==> src/rlqec_regs.vh <==
// Register offsets, field positions, reset values and event codes of the event counters.
`ifndef RLQEC_REGS_VH
`define RLQEC_REGS_VH
`define RLQEC_CTL0_ADDR 8'h00
`define RLQEC_CNT0_ADDR 8'h04
`define RLQEC_CTL_STRIDE 8'h08
`define RLQEC_CREDIT_ADDR 8'h20
`define RLQEC_EVSEL_LSB 0
`define RLQEC_EVSEL_MSB 7
`define RLQEC_UMASK_LSB 8
`define RLQEC_UMASK_MSB 15
`define RLQEC_ENABLE_BIT 22
`define RLQEC_CTL_RESET 32'h00000000
`define RLQEC_CNT_RESET 32'h00000000
`define RLQEC_EV_ING_NONEMPTY 8'h10
`define RLQEC_EV_ING_ALLOC 8'h11
`define RLQEC_EV_ING_OCC 8'h13
`define RLQEC_EV_EGR_NONEMPTY 8'h23
`define RLQEC_EV_EGR_FULL 8'h25
`define RLQEC_EV_NACK_CW 8'h26
`define RLQEC_EV_NACK_CCW 8'h28
`define RLQEC_EV_RSV_USE 8'h36
`define RLQEC_EV_RSV_FAIL 8'h37
`define RLQEC_OCC_MAX_INC 6'h20
`endif

==> src/rlqec.v <==
// Ring-to-link stop event counters with link credit arbitration and an APB register slave.
//
// Added by the designer: the APB interface to the registers and the register offsets.
`timescale 1ns/1ps
`include "rlqec_regs.vh"

module rlqec
#(
  parameter NUM_CTR = 3,
  parameter SHARED_CREDITS = 8'h40
)
(
  input wire mclk,
  input wire srst,
  input wire psel,
  input wire penable,
  input wire pwrite,
  input wire [7:0] paddr,
  input wire [31:0] pwdata,
  output reg [31:0] prdata,
  output reg pready,
  output reg pslverr,
  input wire [35:0] ingress_occupancy,
  input wire [5:0] ingress_alloc,
  input wire egress_full,
  input wire egress_nonempty,
  input wire [2:0] nack_clockwise,
  input wire [2:0] nack_counterclockwise,
  input wire req_valid,
  input wire [2:0] req_class,
  input wire [3:0] req_flits,
  input wire [3:0] shared_credit_return,
  input wire [5:0] reserved_credit_return,
  output reg req_grant,
  output reg req_grant_reserved,
  output reg req_delayed
);

  ////////////////////////////////////////////////////////////////////////////
  // Register map, byte addresses on the APB side.
  //
  // Counter n keeps its control word at 8*n and its count word at 8*n+4.
  // The control word holds the event select in bits 7:0, the unit mask in
  // bits 15:8 and the enable in bit 22; every other bit reads back as zero.
  // The count word is writable, so software may preset or clear it.
  // The word at 0x20 reports the credit pools and is read-only: the reserved
  // bits sit in 13:8 and the shared count in 7:0.
  // Any other address, and any write to the credit word, answers with an
  // error and changes nothing.
  //
  // The slave never stretches an access, so a master that polls pready sees
  // it high in the first access cycle.

  ////////////////////////////////////////////////////////////////////////////
  // Link credit pools.
  //
  // A request with a legal class looks at the shared pool first. It takes from
  // the shared pool only when the whole buffer count fits; otherwise it falls
  // back to the one reserved credit of its own class. A request that finds
  // neither is reported as delayed and is tried again in the next cycle for as
  // long as the master holds it.
  // Classes six and seven name no queue and are always refused, so a stray
  // code can never drain credits that a real class depends on.
  // A request for zero buffers carries no data and never touches the shared
  // pool.

  reg [7:0] shared_credit_pool;
  reg [5:0] reserved_credit_pool;
  wire [5:0] class_hot;
  wire shared_ok;
  wire reserved_ok;
  wire req_live;
  wire take_shared;
  wire take_reserved;
  wire [7:0] shared_take;
  wire [7:0] next_shared;
  wire [5:0] reserved_take;

  // A grant pulse releases the request, so a granted request is never
  // re-evaluated in the cycle after its grant.
  assign req_live = req_valid & ~req_grant;
  assign class_hot = (req_class < 3'h6) ? (6'h01 << req_class) : 6'h00;
  assign shared_ok = (shared_credit_pool >= {4'h0, req_flits}) && (req_flits != 4'h0) &&
    (class_hot != 6'h00);
  assign reserved_ok = |(reserved_credit_pool & class_hot);
  assign take_shared = req_live & shared_ok;
  assign take_reserved = req_live & ~shared_ok & reserved_ok;
  assign shared_take = take_shared ? {4'h0, req_flits} : 8'h00;
  assign reserved_take = take_reserved ? class_hot : 6'h00;
  assign next_shared = shared_credit_pool - shared_take + {4'h0, shared_credit_return};

  always @(posedge mclk)
  begin
    if (srst)
    begin
      shared_credit_pool <= SHARED_CREDITS;
      reserved_credit_pool <= 6'h3F;
      req_grant <= 1'b0;
      req_grant_reserved <= 1'b0;
      req_delayed <= 1'b0;
    end
    else
    begin
      shared_credit_pool <= next_shared;
      // A returned credit and a new take in one cycle leave the credit held.
      reserved_credit_pool <= (reserved_credit_pool & ~reserved_take) | reserved_credit_return;
      req_grant <= take_shared | take_reserved;
      req_grant_reserved <= take_reserved;
      req_delayed <= req_live & ~shared_ok & ~reserved_ok;
    end
  end

  ////////////////////////////////////////////////////////////////////////////
  // Shared event terms.
  //
  // The credit events reuse the arbitration terms of the same cycle, so a
  // counter counts a use or a refusal at the edge that ends the decision cycle,
  // the same edge at which the grant or delay output shows it.
  // Each class owns one six-bit slice of the occupancy bus.

  wire [5:0] occ [0:5];
  wire [5:0] class_nonempty;
  wire [5:0] rsv_use_hot;
  wire [5:0] rsv_fail_hot;

  assign rsv_use_hot = reserved_take;
  assign rsv_fail_hot = (req_live & ~shared_ok & ~reserved_ok) ? class_hot : 6'h00;

  genvar q;
  generate
    for (q = 0; q < 6; q = q + 1)
    begin : g_class
      assign occ[q] = ingress_occupancy[q*6+5:q*6];
      assign class_nonempty[q] = occ[q] != 6'h00;
    end
  endgenerate

  // Sums the set bits of a six-bit vector.
  function [5:0] pop6;
    input [5:0] v;
    begin
      pop6 = {5'h00, v[0]} + {5'h00, v[1]} + {5'h00, v[2]} + {5'h00, v[3]} +
        {5'h00, v[4]} + {5'h00, v[5]};
    end
  endfunction

  // Entry count of the one queue named by a one-hot mask, clamped to 32.
  function [5:0] occ_pick;
    input [5:0] m;
    input [35:0] all;
    reg [5:0] v;
    begin
      v = 6'h00;
      case (m)
        6'h01: v = all[5:0];
        6'h02: v = all[11:6];
        6'h04: v = all[17:12];
        6'h08: v = all[23:18];
        6'h10: v = all[29:24];
        6'h20: v = all[35:30];
        default: v = 6'h00;
      endcase
      occ_pick = (v > `RLQEC_OCC_MAX_INC) ? `RLQEC_OCC_MAX_INC : v;
    end
  endfunction

  ////////////////////////////////////////////////////////////////////////////
  // General counters.
  //
  // Each counter keeps its control and count words inside its own generate
  // block, so that every word has exactly one writer. The words are gathered
  // into flat vectors for the read mux below.
  // The occupancy term is routed to counter 0 alone, which keeps the wide
  // increment path to one counter. Counters 0 and 1 take the remaining
  // events; counter 2 counts nothing for the events of this block.

  wire [32*NUM_CTR-1:0] ctl_all;
  wire [32*NUM_CTR-1:0] cnt_all;
  wire apb_write;
  wire [7:0] ctr_idx;
  wire [7:0] word_sel;

  assign apb_write = psel & penable & pready & pwrite;
  assign ctr_idx = {3'h0, paddr[7:3]};
  assign word_sel = paddr & 8'h07;

  genvar n;
  generate
    for (n = 0; n < NUM_CTR; n = n + 1)
    begin : g_ctr
      wire [7:0] evsel;
      wire [7:0] umask;
      wire [5:0] m6;
      wire low_pair;
      reg [5:0] inc;
      // Counter n's own words; nothing outside this block writes them.
      reg [31:0] ctl_word;
      reg [31:0] cnt_word;

      assign ctl_all[32*n+31:32*n] = ctl_word;
      assign cnt_all[32*n+31:32*n] = cnt_word;
      assign evsel = ctl_word[`RLQEC_EVSEL_MSB:`RLQEC_EVSEL_LSB];
      assign umask = ctl_word[`RLQEC_UMASK_MSB:`RLQEC_UMASK_LSB];
      assign m6 = umask[5:0];
      assign low_pair = (n < 2);

      always @*
      begin
        inc = 6'h00;
        case (evsel)
          `RLQEC_EV_ING_OCC:
            if (n == 0 && umask[7:6] == 2'b00)
              inc = occ_pick(m6, ingress_occupancy);
          `RLQEC_EV_ING_NONEMPTY:
            if (low_pair)
              inc = {5'h00, |(class_nonempty & m6)};
          `RLQEC_EV_ING_ALLOC:
            if (low_pair)
              inc = pop6(ingress_alloc & m6);
          `RLQEC_EV_EGR_FULL:
            if (low_pair)
              inc = {5'h00, egress_full};
          `RLQEC_EV_EGR_NONEMPTY:
            if (low_pair)
              inc = {5'h00, egress_nonempty};
          `RLQEC_EV_NACK_CCW:
            if (low_pair)
              inc = {5'h00, |(nack_counterclockwise & umask[2:0])};
          `RLQEC_EV_NACK_CW:
            if (low_pair)
              inc = {5'h00, |(nack_clockwise & umask[2:0])};
          `RLQEC_EV_RSV_USE:
            if (low_pair)
              inc = pop6(rsv_use_hot & m6);
          `RLQEC_EV_RSV_FAIL:
            if (low_pair)
              inc = pop6(rsv_fail_hot & m6);
          default:
            inc = 6'h00;
        endcase
      end

      // A software write to the count wins over that cycle's increment.
      always @(posedge mclk)
      begin
        if (srst)
        begin
          ctl_word <= `RLQEC_CTL_RESET;
          cnt_word <= `RLQEC_CNT_RESET;
        end
        else
        begin
          if (apb_write && ctr_idx == n && word_sel == `RLQEC_CTL0_ADDR)
            ctl_word <= pwdata & 32'h0040FFFF;
          if (apb_write && ctr_idx == n && word_sel == `RLQEC_CNT0_ADDR)
            cnt_word <= pwdata;
          else if (ctl_word[`RLQEC_ENABLE_BIT])
            cnt_word <= cnt_word + {26'h0000000, inc};
        end
      end
    end
  endgenerate

  ////////////////////////////////////////////////////////////////////////////
  // APB slave: one wait-free access, answer prepared in the setup cycle.
  //
  // The read mux runs during the setup cycle and its result is registered, so
  // prdata, pready and pslverr all come straight from flip-flops and stand for
  // exactly the access cycle. Write data is taken at the end of that cycle,
  // when psel, penable and pready are all high.
  // The limitation is that a count read shows the value before any increment
  // of the setup cycle itself; a busy counter may be one step behind.

  reg [31:0] next_prdata;
  reg next_pslverr;
  integer i;

  always @*
  begin
    next_prdata = 32'h00000000;
    next_pslverr = 1'b1;
    for (i = 0; i < NUM_CTR; i = i + 1)
    begin
      if (ctr_idx == i[7:0] && word_sel == `RLQEC_CTL0_ADDR)
      begin
        next_prdata = ctl_all[32*i +: 32];
        next_pslverr = 1'b0;
      end
      if (ctr_idx == i[7:0] && word_sel == `RLQEC_CNT0_ADDR)
      begin
        next_prdata = cnt_all[32*i +: 32];
        next_pslverr = 1'b0;
      end
    end
    if (paddr == `RLQEC_CREDIT_ADDR)
    begin
      next_prdata = {18'h00000, reserved_credit_pool, shared_credit_pool};
      next_pslverr = pwrite;
    end
    if (pwrite)
      next_prdata = 32'h00000000;
  end

  always @(posedge mclk)
  begin
    if (srst)
    begin
      pready <= 1'b0;
      pslverr <= 1'b0;
      prdata <= 32'h00000000;
    end
    else
    begin
      pready <= psel & ~penable;
      pslverr <= psel & ~penable & next_pslverr;
      prdata <= (psel & ~penable) ? next_prdata : 32'h00000000;
    end
  end

endmodule

==> config.mk <==
export PLATFORM = sky130hd
export DESIGN_NAME = rlqec
export DESIGN_NICKNAME = d
export VERILOG_FILES = /design/src/rlqec.v
export VERILOG_INCLUDE_DIRS = /design/src
export SDC_FILE = /design/constraint.sdc
export NUM_CORES = 1
export LEC_CHECK = 0
export ABC_AREA = 1
export BUFFER_PORTS_ARGS = -buffer_cell sky130_fd_sc_hd__buf_2
export CAP_MARGIN = 20
export CORE_MARGIN = 2
export CORE_UTILIZATION = 30
export CTS_BUF_LIST = sky130_fd_sc_hd__clkbuf_4 sky130_fd_sc_hd__clkbuf_8 sky130_fd_sc_hd__clkbuf_16
export DETAILED_ROUTE_END_ITERATION = 12
export GPL_TIMING_DRIVEN = 0
export PLACE_DENSITY_LB_ADDON = 0.2
export SLEW_MARGIN = 20
export SYNTH_ARGS = -nofsm -noshare
export SYNTH_HDL_FRONTEND = slang
export SYNTH_SLANG_ARGS = --single-unit
==> constraint.sdc <==
create_clock -name mclk -period 16.04 [get_ports mclk]
set_input_delay 2.406 -clock mclk [delete_from_list [all_inputs] [get_ports mclk]]
set_output_delay 2.406 -clock mclk [all_outputs]
set_load 0.05 [all_outputs]
# == After elaboration in Yosys (flattened, before gate mapping) ==
# Cells that the tools add are included.
# classes
n_addsub,34
order_cmp,3
n_eq_ne,28
n_shift,1
n_mux,30
bitwise,32
n_reduce_logical,41
# ops
operator,n
32-bit 2-to-1 mux,10
"8-bit by 6-bit == test with 1-bit output, second input constant",13
32-bit by 6-bit adder with 32-bit output,2
6-bit AND,10
6-bit case mux with 9 select lines,1
6-bit case mux with 8 select lines,1
6-bit 2-to-1 mux,7
6-bit nonzero test,7
"8-bit by 5-bit == test with 1-bit output, second input constant",5
5-bit by 1-bit adder with 6-bit output,6
6-bit case mux with 6 select lines,1
4-bit by 1-bit adder with 5-bit output,6
3-bit by 1-bit adder with 4-bit output,6
23-bit 2-to-1 mux,1
2-bit by 1-bit adder with 3-bit output,6
6-bit OR reduction,3
1-bit logical AND,17
8-bit logical NOT,2
3-bit OR reduction,5
14-bit 2-to-1 mux,1
1-bit by 1-bit adder with 2-bit output,6
3-bit AND,4
1-bit AND,10
8-bit by 4-bit adder with 8-bit output,1
26 further kinds,38
# word_totals
reg_bits,198

# == Logic depth before layout (Yosys ltp) ==
# Gate-level depths: netlist of run 1.
# depth
word_depth,18
mapped_depth,36

# == Worst setup path before layout of run 1 ==
# Ideal clock, no wire load.
# synth_path
path_type,input -> register
startpoint,input req_flits[1]
endpoint,register g_ctr[1].cnt_word[30]
setup_time_ns,0.128
t_arrival_ns,7.235
slack_ns,8.677
path_stages,29
path_cell_list,inv_1 ha_1 a21oi_1 o21ai_0 nand2_1 nand3_1 nand2_1 inv_1 nor2_1 buf_2 nand4_1 fa_1 fa_1 inv_1 ha_1 inv_1 fa_1 nor4_1 a211oi_1 fa_1 inv_1 nand2_1 a21oi_1 nand3_1 nor2_1 nand2_1 xor2_1 a21oi_1 nor2_1
# synth_via
elab_chain_cells,17
# synth_rtl
item,line_no,text
"start, declared",rlqec.v:31,"input wire [3:0] req_flits,"
8-bit by 4-bit >= comparator with 1-bit output or 4-bit nonzero test (tied branches),rlqec.v:83,"assign shared_ok = (shared_credit_pool >= {4'h0, req_flits}) && (req_flits != 4'h0) &&"
1-bit logical AND * (2 in a row),rlqec.v:83,
1-bit NOT *,"rlqec.v:87, rlqec.v:127",
1-bit AND *,"rlqec.v:87, rlqec.v:127",
1-bit AND (on tied branches),"rlqec.v:127, rlqec.v:87",
6-bit 2-to-1 mux (on tied branches),"rlqec.v:127, rlqec.v:89",
6-bit AND (on tied branches),"rlqec.v:237, rlqec.v:234",
1-bit by 1-bit adder with 2-bit output,rlqec.v:142,"pop6 = {5'h00, v[0]} + {5'h00, v[1]} + {5'h00, v[2]} + {5'h00, v[3]} +"
2-bit by 1-bit adder with 3-bit output,rlqec.v:142,
3-bit by 1-bit adder with 4-bit output,rlqec.v:142,
4-bit by 1-bit adder with 5-bit output,rlqec.v:142,
5-bit by 1-bit adder with 6-bit output,rlqec.v:143,"{5'h00, v[4]} + {5'h00, v[5]};"
6-bit case mux with 8 select lines *,rlqec.v:210,case (evsel)
32-bit by 6-bit adder with 32-bit output *,rlqec.v:258,"cnt_word <= cnt_word + {26'h0000000, inc};"
32-bit 2-to-1 mux *,rlqec.v:257,else if (ctl_word[`RLQEC_ENABLE_BIT])
32-bit 2-to-1 mux *,rlqec.v:255,if (apb_write && ctr_idx == n && word_sel == `RLQEC_CNT0_ADDR)
"end signal, assigned",rlqec.v:249,cnt_word <= `RLQEC_CNT_RESET;
"end signal, assigned",rlqec.v:256,cnt_word <= pwdata;
"end signal, assigned",rlqec.v:258,
"end, declared",rlqec.v:198,reg [31:0] cnt_word;
# Mark *: on every way between the ends. The rest lies on a longest branch, timed or not. The select of a mux whose other input is x is not followed.
# A chain may end at the register's enable or synchronous reset.

# == Final worst setup path of run 1 ==
# layout_path
startpoint,input req_flits[1]
endpoint,register g_ctr[1].cnt_word[31]
# The elaborated chain is that of the path after synthesis.

==> results of run 1 <==
area by class of cell:
type / instances / area share
multi-input combinational: 1365 / 0.489
sequential: 198 / 0.264
inverter: 341 / 0.0858
timing repair buffer: 149 / 0.0497
tap: 546 / 0.0456
clock buffer: 18 / 0.0293
buffer: 70 / 0.0241
clock inverter: 14 / 0.0115
antenna: 2 / 0.000334
critical path, delay by kind of cell:
family | cells | cell delay (ns)
and+or+nand+nor | 13 | 1.59
xor gates and xnor gates | 1 | 0.16
buffers and inverters | 8 | 0.79
AOI/OAI and AO/OA | 4 | 1.23
adders and majority gates | 6 | 2.28
power by group:
group | leakage [nW] | internal [mW] | total [mW] | switching, mW
registers | 1.60 | 0.501 | 0.505 | 0.00420
logic | 4.69 | 0.0626 | 0.185 | 0.123
clock network | 0.297 | 0.216 | 0.453 | 0.238
through the flow:
step / power (mW) / area, um^2 / utilization / cells / worst slack (ns)
5_1_grt: 1.19 / 15000 / 0.350 / 2702 / 7.49
3_3_place_gp: 0.697 / 14400 / 0.336 / 2669 / 7.61
6_report: 1.14 / 15000 / 0.350 / 2703 / 7.94
2_1_floorplan: 0.634 / 12900 / - / 1974 / 8.68
4_1_cts: 1.14 / 15000 / 0.350 / 2701 / 8.03
3_5_place_dp: 0.698 / 14400 / 0.336 / 2669 / 7.57
state kept, by name (all words and copies together), names as in the netlist:
name and flops:
g_ctr.cnt_word 96, g_ctr.ctl_word 51, prdata 32, pready 1
pslverr 1, req_delayed 1, req_grant 1, req_grant_reserved 1
reserved_credit_pool 6, shared_credit_pool 8
worst max path at each step:
stage | depth (start not counted) | from | end | slack [ns]
floorplan | 29 | req_flits[1] | g_ctr[1].cnt_word[30] | 8.68
global placement | 32 | req_flits[1] | g_ctr[1].cnt_word[31] | 7.61
detailed placement | 32 | req_flits[1] | g_ctr[1].cnt_word[31] | 7.57
CTS | 32 | req_flits[1] | g_ctr[1].cnt_word[31] | 8.03
global route | 32 | req_flits[1] | g_ctr[1].cnt_word[31] | 7.49
finish | 32 | req_flits[1] | g_ctr[1].cnt_word[31] | 7.94
per-layer routing:
layer  vias up  share of wire  track usage
met5         -              0            0
met4         0          0.030       0.0843
met3        69          0.061       0.0390
met2       489           0.46        0.390
met1      6509           0.45        0.325
li1       6781              -            -
logic make-up after synthesis:
| group | after synthesis | share of synthesized area |
|---|---|---|
| AO/OA/AOI/OAI | 427 | 0.181 |
| XOR/XNOR | 35 | 0.0237 |
| flip-flops | 198 | 0.306 |
| buffers and inverters | 411 | 0.127 |
| AND/OR/NAND/NOR | 848 | 0.295 |
| adder cells (fa/ha/maj) | 55 | 0.0671 |
cell usage in the layout, fill, tap and decap left out, types with 17 or more instances in the layout:
| cell type | n |
|---|---|
| o21ai_1 | 18 |
| clkbuf_16 | 17 |
| nand2_1 | 375 |
| nor2_1 | 208 |
| dfxtp_1 | 198 |
| a21oi_1 | 181 |
| nand4_1 | 59 |
| inv_1 | 323 |
| ha_1 | 31 |
| fa_1 | 24 |
| o21ai_0 | 137 |
| xor2_1 | 31 |
| clkbuf_1 | 32 |
| buf_2 | 176 |
| o22ai_1 | 51 |
| nor3_1 | 38 |
| nand3_1 | 115 |
cell usage after synthesis (3+ instances only):
master    number  area [um^2]
nor2_4         8         90.1
o22ai_1       51          319
buf_4          3         22.5
inv_2         14         52.6
fa_1          24          480
o21ai_1       18         90.1
buf_2         27          135
nor2_1       208          781
a21oi_1      181          906
a31oi_1        3         18.8
xor2_1        31          272
buf_6          7         78.8
o21bai_1       3         22.5
nand2_2        7         43.8
nand4_1       59          369
xnor2_1        4         35.0
ha_1          31          388
nand2_4        7         78.8
nand2_1      375         1410
nor4_1        11         68.8
nand3_1      115          576
dfxtp_1      198         3960
o221ai_1       9         78.8
o21ai_0      137          686
a211oi_1       3         22.5
o211ai_1       6         45.0
inv_1        323         1210
clkbuf_1      32          120
nor3_1        38          190
==> impl_metrics.env, run 1 <==
export IMPL_run_status="finished, final reports clean"
export IMPL_core_area_mm2=0.0428
export IMPL_drc=0
export IMPL_initial_core_util=0.303
export IMPL_fin_setup_tns_ns=0
export IMPL_power_density_mw_per_mm2=76.3
export IMPL_worst_pin_slew_ns=1.06
export IMPL_synth_main_ff_cell="dfxtp_1"
export IMPL_reg2reg_slack_ns=9.71
export IMPL_endpoint_kind="flop"
export IMPL_start_kind="primary input"
export IMPL_tritoncts="built"
export IMPL_h_tree_depth=4
export IMPL_cts_resized=0
export IMPL_synth_cells=1974
export IMPL_skew_ns=0.0171
export IMPL_antenna_found_initial=3
export IMPL_min_from="g_ctr[2].cnt_word[14]"
export IMPL_worst_setup_path_type="primary input to flop"
export IMPL_area_delta_synth_final_pct=15.8
export IMPL_max_slew_margin=0.291
export IMPL_finalHoldViolCount=0
export IMPL_irDropWorstVdd_mv=0.0689
export IMPL_ys_ff_latch=198
export IMPL_grt_max_degree=22
export IMPL_cts_setup_buffers=0
export IMPL_wl_per_cell_um=19.8
export IMPL_multi_input_area_mm2=0.00733
export IMPL_rsz0062_at_grt="no"
export IMPL_synth_edf_count=0
export IMPL_yosysSeqAreaShare=0.306
export IMPL_path_clk_slew_ns=0.08
export IMPL_ys_types=59
export IMPL_worstPathArrival_ns=8.47
export IMPL_drive_above_1_share=0.128
export IMPL_track_usage=0.241
export IMPL_cts_sinks=198
export IMPL_cp_max_fo=10
export IMPL_cpMostUsedCell="nand2_1"
export IMPL_hold_path_depth=2
export IMPL_setup_viol=0
export IMPL_vias=13800
export IMPL_fin_crit_ns=8.10
export IMPL_required_ns=16.41
export IMPL_grt_overflow_total=0
export IMPL_hpwlAfterDp_um=43100
export IMPL_r2r_worst_path_cells=29
export IMPL_routabilityCongestion=0.936
export IMPL_numCtsBuffers=17
export IMPL_regArea_mm2=0.00396
export IMPL_grt_pass1_vias=13200
export IMPL_syn_num_nets=2142
export IMPL_grt_pass1_wl_um=80200
export IMPL_r2r_start="shared_credit_pool[6]"
export IMPL_mappedNetlistArea_mm2=0.0129
export IMPL_fin_crit_sh=0.505
export IMPL_drt_iter0_drc=1216
export IMPL_dr_pass1_iters=6
export IMPL_reg2reg_to="g_ctr[1].cnt_word[31]"
export IMPL_drt_total_wl_um=53500
export IMPL_ys_warn_count=0
export IMPL_viasPerCell=5.12
export IMPL_nFillCells=4731
export IMPL_root_buffer="clkbuf_16"
export IMPL_die_h_um=212
export IMPL_port_buffers=149
export IMPL_ant_nets=0
export IMPL_critPathMaxStageDelay_ns=0.69
export IMPL_fp_dieW_um=212
export IMPL_hold_ws_ns=0.451
export IMPL_clock_latency_ns=0.47
export IMPL_maxSlewViolCount=0
export IMPL_io_pins=150
export IMPL_max_freq_mhz=123
export IMPL_rows=76
export IMPL_worst_path_max_delay_cell="a211oi_1"
export IMPL_worst_hold_path_endpoint="g_ctr[2].cnt_word[14]"
export IMPL_hold_class="flop to flop"
export IMPL_layout_nets=2310
export IMPL_cts_hold_buffers=0
export IMPL_cts_buffer_depth=2
export IMPL_ys_async_sr_fraction=0
export IMPL_p_leak_nw=6.59
export IMPL_die_area_mm2=0.0448
export IMPL_syn_area_per_cell_um2=6.56
export IMPL_maxCapViolCount=0
Power figures use the tool's default switching activity.
==> inputs of run 2 (changes only) <==
clock period = 6.75 ns   (was 16.04 ns; I/O delays follow)
==> impl_metrics.env, run 2 (synthesized netlist as in run 1, its figures left out) <==
export IMPL_run_status="finished, final reports clean"
export IMPL_drt_iter0_drc=1259
export IMPL_drt_total_wl_um=53400
export IMPL_top_register="g_ctr.cnt_word"
export IMPL_required_ns=7.07
export IMPL_die_h_um=212
export IMPL_ant_nets=0
export IMPL_io_pins=150
export IMPL_fin_crit_ns=6.35
export IMPL_endpoint_kind="flop"
export IMPL_grt_max_degree=22
export IMPL_cp_num_buf_inv=7
export IMPL_hpwlAfterDp_um=43100
export IMPL_maxCapViolCount=0
export IMPL_skew_ns=0.0157
export IMPL_hold_path_depth=2
export IMPL_cp_max_fo=10
export IMPL_final_common_cell="nand2_1"
export IMPL_numCtsBuffers=17
export IMPL_max_slew_margin=0.291
export IMPL_fp_dieW_um=212
export IMPL_fin_setup_tns_ns=0
export IMPL_power_density_mw_per_mm2=181
export IMPL_vias=13900
export IMPL_r2r_worst_path_cells=27
export IMPL_max_freq_mhz=158
export IMPL_worst_setup_path_type="primary input to flop"
export IMPL_die_area_mm2=0.0448
export IMPL_drc=0
export IMPL_maxSlewViolCount=0
export IMPL_port_buffers=149
export IMPL_track_usage=0.241
export IMPL_rows=76
export IMPL_top_layer_used="met4"
export IMPL_cts_buffer_depth=2
export IMPL_core_area_mm2=0.0428
export IMPL_grt_pass1_wl_um=80200
export IMPL_h_tree_depth=4
export IMPL_top_regs="g_ctr.cnt_word (96), g_ctr.ctl_word (51), prdata (32)"
export IMPL_critPathMaxStageDelay_ns=0.54
export IMPL_wl_met2_um=24400
export IMPL_worst_pin_slew_ns=1.06
export IMPL_root_buffer="clkbuf_16"
export IMPL_layout_nets=2310
export IMPL_path_delay_family="adder cells"
export IMPL_path_clk_slew_ns=0.08
export IMPL_fin_crit_sh=0.941
export IMPL_initial_core_util=0.303
export IMPL_irDropWorstVdd_mv=0.164
export IMPL_crit_cells=30
export IMPL_m1WireLength_um=24200
export IMPL_drive_above_1_share=0.130
export IMPL_routabilityCongestion=0.936
export IMPL_grt_pass1_vias=13200
export IMPL_dr_pass1_iters=5
export IMPL_cts_setup_buffers=0
export IMPL_wl_met3_um=3260
export IMPL_cts_sinks=198
export IMPL_antenna_found_initial=3
export IMPL_hold_ws_ns=0.451
export IMPL_start_kind="primary input"
export IMPL_largest_reg_flops=96
export IMPL_wl_per_cell_um=19.8
export IMPL_p_leak_nw=6.59
export IMPL_viasPerCell=5.14
export IMPL_tritoncts="built"
export IMPL_clock_latency_ns=0.47
export IMPL_worstPathArrival_ns=6.67
export IMPL_hold_class="flop to flop"
export IMPL_worst_path_max_delay_cell="fa_1"
export IMPL_final_cell_mix="375 x nand2_1, 323 x inv_1, 205 x nor2_1"
export IMPL_finalHoldViolCount=0
export IMPL_grt_overflow_total=0
export IMPL_setup_viol=0
export IMPL_area_delta_synth_final_pct=15.9
run 2: path summary, 6_finish.rpt:
| path | startpoint | to | slack (ns) |
|---|---|---|---|
| min reg2reg | g_ctr[2].cnt_word[22] | g_ctr[2].cnt_word[22] | 0.45 |
| max reg2reg | shared_credit_pool[6] | g_ctr[1].cnt_word[25] | 0.78 |
| max | req_flits[1] | g_ctr[1].cnt_word[25] | 0.40 |
| min | g_ctr[2].cnt_word[22] | g_ctr[2].cnt_word[22] | 0.45 |
run 2: what timing repair did:
action	CTS	global route
resized for setup	0	5
endpoints found under the setup margin	0	20
hold buffers	0	0
run 2: per-stage QoR:
stage / power (mW) / util / instances / instance area [um^2] / worst slack [ns]
final: 2.71 / 0.351 / 2703 / 15000 / 0.401
after global routing: 2.84 / 0.351 / 2702 / 15000 / -0.0178
after CTS: 2.72 / 0.350 / 2701 / 15000 / 0.138
after detailed placement: 1.66 / 0.336 / 2669 / 14400 / -0.322
after global placement: 1.66 / 0.336 / 2669 / 14400 / -0.288
after floorplan: 1.51 / - / 1974 / 12900 / 0.781
run 2: power breakdown:
| group | switching, mW | internal, mW | leakage, nW |
|---|---|---|---|
| Clock | 0.562 | 0.513 | 0.297 |
| Sequential | 0.0100 | 1.19 | 1.60 |
| Combinational | 0.290 | 0.149 | 4.69 |
| Total | 0.862 | 1.85 | 6.59 |
run 2: worst min-delay path: stages, from the launching register on:
cell	delay [ns]
dfxtp_1	0.31
inv_1	0.05
a21oi_1	0.05
run 2: cell type report:
class	count	area, um^2
clock inverters	14	173
plain buffers	70	362
well taps	546	683
clock buffers	18	439
flip-flops and latches	198	3960
multi-input cells	1365	7350
diodes	2	5.00
fillers	4730	27800
inverters	341	1290
repair buffers	149	746
run 2: metal layers:
metal,track usage,up-vias
li1,-,6784
met1,0.325,6559
met2,0.390,480
met3,0.0390,64
met4,0.0843,0
met5,0,-
==> inputs of run 3 (changes only) <==
ABC_AREA = unset   (was 1)
==> impl_metrics.env, run 3 <==
export IMPL_fin_crit_sh=0.948
export IMPL_maxSlewViolCount=0
export IMPL_yosysMostFrequentCell="nand2_1"
export IMPL_placed_area_mm2=0.0125
export IMPL_h_tree_depth=4
export IMPL_cts_buffer_depth=2
export IMPL_wl_per_cell_um=20.8
export IMPL_drt_iter0_drc=917
export IMPL_r2r_start="shared_credit_pool[6]"
export IMPL_cts_hold_buffers=0
export IMPL_skew_ns=0.0143
export IMPL_p_leak_nw=4.71
export IMPL_dr_pass1_iters=6
export IMPL_final_area_mm2=0.0131
export IMPL_top_register="g_ctr.cnt_word"
export IMPL_worstPathArrival_ns=6.75
export IMPL_largest_reg_flops=96
export IMPL_path_clk_slew_ns=0.07
export IMPL_grt_max_degree=17
export IMPL_cts_sinks=198
export IMPL_worst_hold_path_endpoint="g_ctr[2].cnt_word[15]"
export IMPL_die_h_um=197
export IMPL_power_density_mw_per_mm2=200
export IMPL_nFillCells=3807
export IMPL_drt_total_wl_um=41800
export IMPL_hold_ws_ns=0.451
export IMPL_hold_path_depth=2
export IMPL_track_usage=0.216
export IMPL_syn_num_nets=1524
export IMPL_hold_class="flop to flop"
export IMPL_synth_top_area_frac=0.354
export IMPL_reg2reg_to="g_ctr[0].cnt_word[20]"
export IMPL_synth_main_ff_cell="dfxtp_1"
export IMPL_irDropWorstVdd_mv=0.184
export IMPL_maxCapViolCount=0
export IMPL_clock_latency_ns=0.45
export IMPL_grt_pass1_vias=10400
export IMPL_synth_cells=1356
export IMPL_finalCoreUtilization=0.357
export IMPL_reg2reg_slack_ns=0.44
export IMPL_run_status="finished, final reports clean"
export IMPL_max_slew_margin=0.317
export IMPL_multi_input_area_mm2=0.00667
export IMPL_yosys_area_top_type="dfxtp_1"
export IMPL_hpwlAfterDp_um=32200
export IMPL_core_area_mm2=0.0367
export IMPL_min_from="g_ctr[2].cnt_word[15]"
export IMPL_grt_pass1_wl_um=63300
export IMPL_drive_above_1_share=0.162
export IMPL_fin_crit_ns=6.40
export IMPL_die_area_mm2=0.0389
export IMPL_r2r_worst_path_cells=26
export IMPL_setup_viol=0
export IMPL_cp_max_fo=10
export IMPL_synth_area_leaders="dfxtp_1 35%, nand2_1 8.2%, a21oi_1 5.9%"
export IMPL_viasPerCell=5.36
export IMPL_area_delta_synth_final_pct=17.0
export IMPL_rows=70
export IMPL_worst_pin_slew_ns=1.02
export IMPL_syn_area_per_cell_um2=8.26
export IMPL_ys_types=61
export IMPL_routabilityCongestion=0.889
export IMPL_required_ns=7.11
export IMPL_start_kind="primary input"
export IMPL_finalHoldViolCount=0
export IMPL_final_cell_mix="246 x nand2_1, 198 x dfxtp_1, 157 x buf_2"
export IMPL_fp_dieW_um=197
export IMPL_worst_setup_path_type="primary input to flop"
export IMPL_rsz0062_at_grt="no"
export IMPL_grt_overflow_total=0
export IMPL_ys_async_sr_fraction=0
export IMPL_tritoncts="built"
export IMPL_layout_nets=1692
export IMPL_ys_warn_count=0
export IMPL_final_common_cell="nand2_1"
export IMPL_max_freq_mhz=156
export IMPL_vias=10800
export IMPL_root_buffer="clkbuf_16"
export IMPL_antenna_found_initial=2
export IMPL_endpoint_kind="flop"
export IMPL_ant_nets=0
export IMPL_initial_core_util=0.305
export IMPL_yosysSeqAreaShare=0.354
export IMPL_regArea_mm2=0.00396
export IMPL_port_buffers=146
export IMPL_numCtsBuffers=17
export IMPL_synth_commonest_cells="246 x nand2_1, 198 x dfxtp_1, 132 x a21oi_1"
export IMPL_synth_edf_count=0
export IMPL_top_regs="g_ctr.cnt_word (96), g_ctr.ctl_word (51), prdata (32)"
export IMPL_mappedNetlistArea_mm2=0.0112
export IMPL_io_pins=150
export IMPL_drc=0
export IMPL_ys_ff_latch=198
## run 3: changes by cell type in the layout (fill, tap and decap cells not counted), sizes merged, moves of 21 or more
cell    before  now
nand2      389  246
xnor2        4   27
a211oi       3   59
o21ai      157   15
nand4       60   17
clkbuf      51   91
nor2       220  115
nand3      117   35
inv        346   59
nor3        41   20
o22ai       53    4
a21oi      182  132
and3         0   25
a22oi        0   36
## run 3: area by class of cell
cell class	count	area share
diodes	2	0.000382
plain buffers	89	0.0289
clock buffers	20	0.0356
clock inverters	10	0.00554
inverters	56	0.0160
multi-input cells	1013	0.509
flip-flops and latches	198	0.302
well taps	468	0.0447
repair buffers	149	0.0575
## run 3: how the worst max path moves through the flow
stage | start | end | cells past startpoint
3_5_place_dp | req_flits[0] | g_ctr[0].cnt_word[21] | 25
3_3_place_gp | req_flits[0] | g_ctr[0].cnt_word[21] | 25
5_1_grt | req_flits[0] | g_ctr[0].cnt_word[26] | 27
4_1_cts | req_flits[0] | g_ctr[0].cnt_word[21] | 25
2_1_floorplan | req_flits[2] | g_ctr[0].cnt_word[21] | 25
6_report | req_flits[0] | g_ctr[0].cnt_word[20] | 25
## run 3: logic make-up after synthesis
family / count (synthesis) / synth area share
compound gates: 312 / 0.191
xor+xnor: 62 / 0.0485
fa+ha+maj: 55 / 0.0775
buf+inv: 145 / 0.0518
flops: 198 / 0.354
mux: 30 / 0.0459
simple gates: 554 / 0.232
## run 3: through the flow
step	power, mW	std cells	TNS (ns)	setup WS, ns
2_1_floorplan	1.51	1356	0	0.542
3_3_place_gp	1.65	1970	-26.59	-1.24
3_5_place_dp	1.66	1970	-25.45	-1.17
4_1_cts	2.64	2000	0	0.0667
5_1_grt	2.74	2004	0	0.0741
6_report	2.62	2005	0	0.353
## run 3: critical path: stages
cell	delay, ns
buf_2	0.12
ha_1	0.28
o21ai_0	0.17
a21oi_1	0.08
o311ai_1	0.38
and2_1	0.30
clkbuf_2	0.24
and3_1	0.20
fa_1	0.17
inv_1	0.06
fa_1	0.53
inv_1	0.04
ha_1	0.19
fa_1	0.50
mux2i_1	0.11
or2_2	0.32
o211a_1	0.18
fa_1	0.44
nor2b_1	0.19
o31ai_2	0.13
a21oi_2	0.25
clkbuf_4	0.29
nand4_1	0.13
xor2_1	0.17
a211oi_1	0.25
## run 3: where the power goes
| part | switching [mW] | internal, mW | leakage [nW] | total, mW |
|---|---|---|---|---|
| Combinational | 0.260 | 0.167 | 2.84 | 0.427 |
| Clock | 0.482 | 0.500 | 0.273 | 0.983 |
| Sequential | 0.0223 | 1.19 | 1.60 | 1.21 |
| Total | 0.765 | 1.86 | 4.71 | 2.62 |
## run 3: timing repair
item	CTS	global route
buffers inserted	0	3
setup endpoints to repair	26	28
resized for setup	6	9
pin swaps	0	2
## run 3: routing by layer
layer,wire length [um],up-vias,track usage
met2,19200,345,0.348
met4,962,2,0.0705
li1,-,5151,-
met1,19100,5214,0.294
met5,9,-,0
met3,2440,38,0.0340
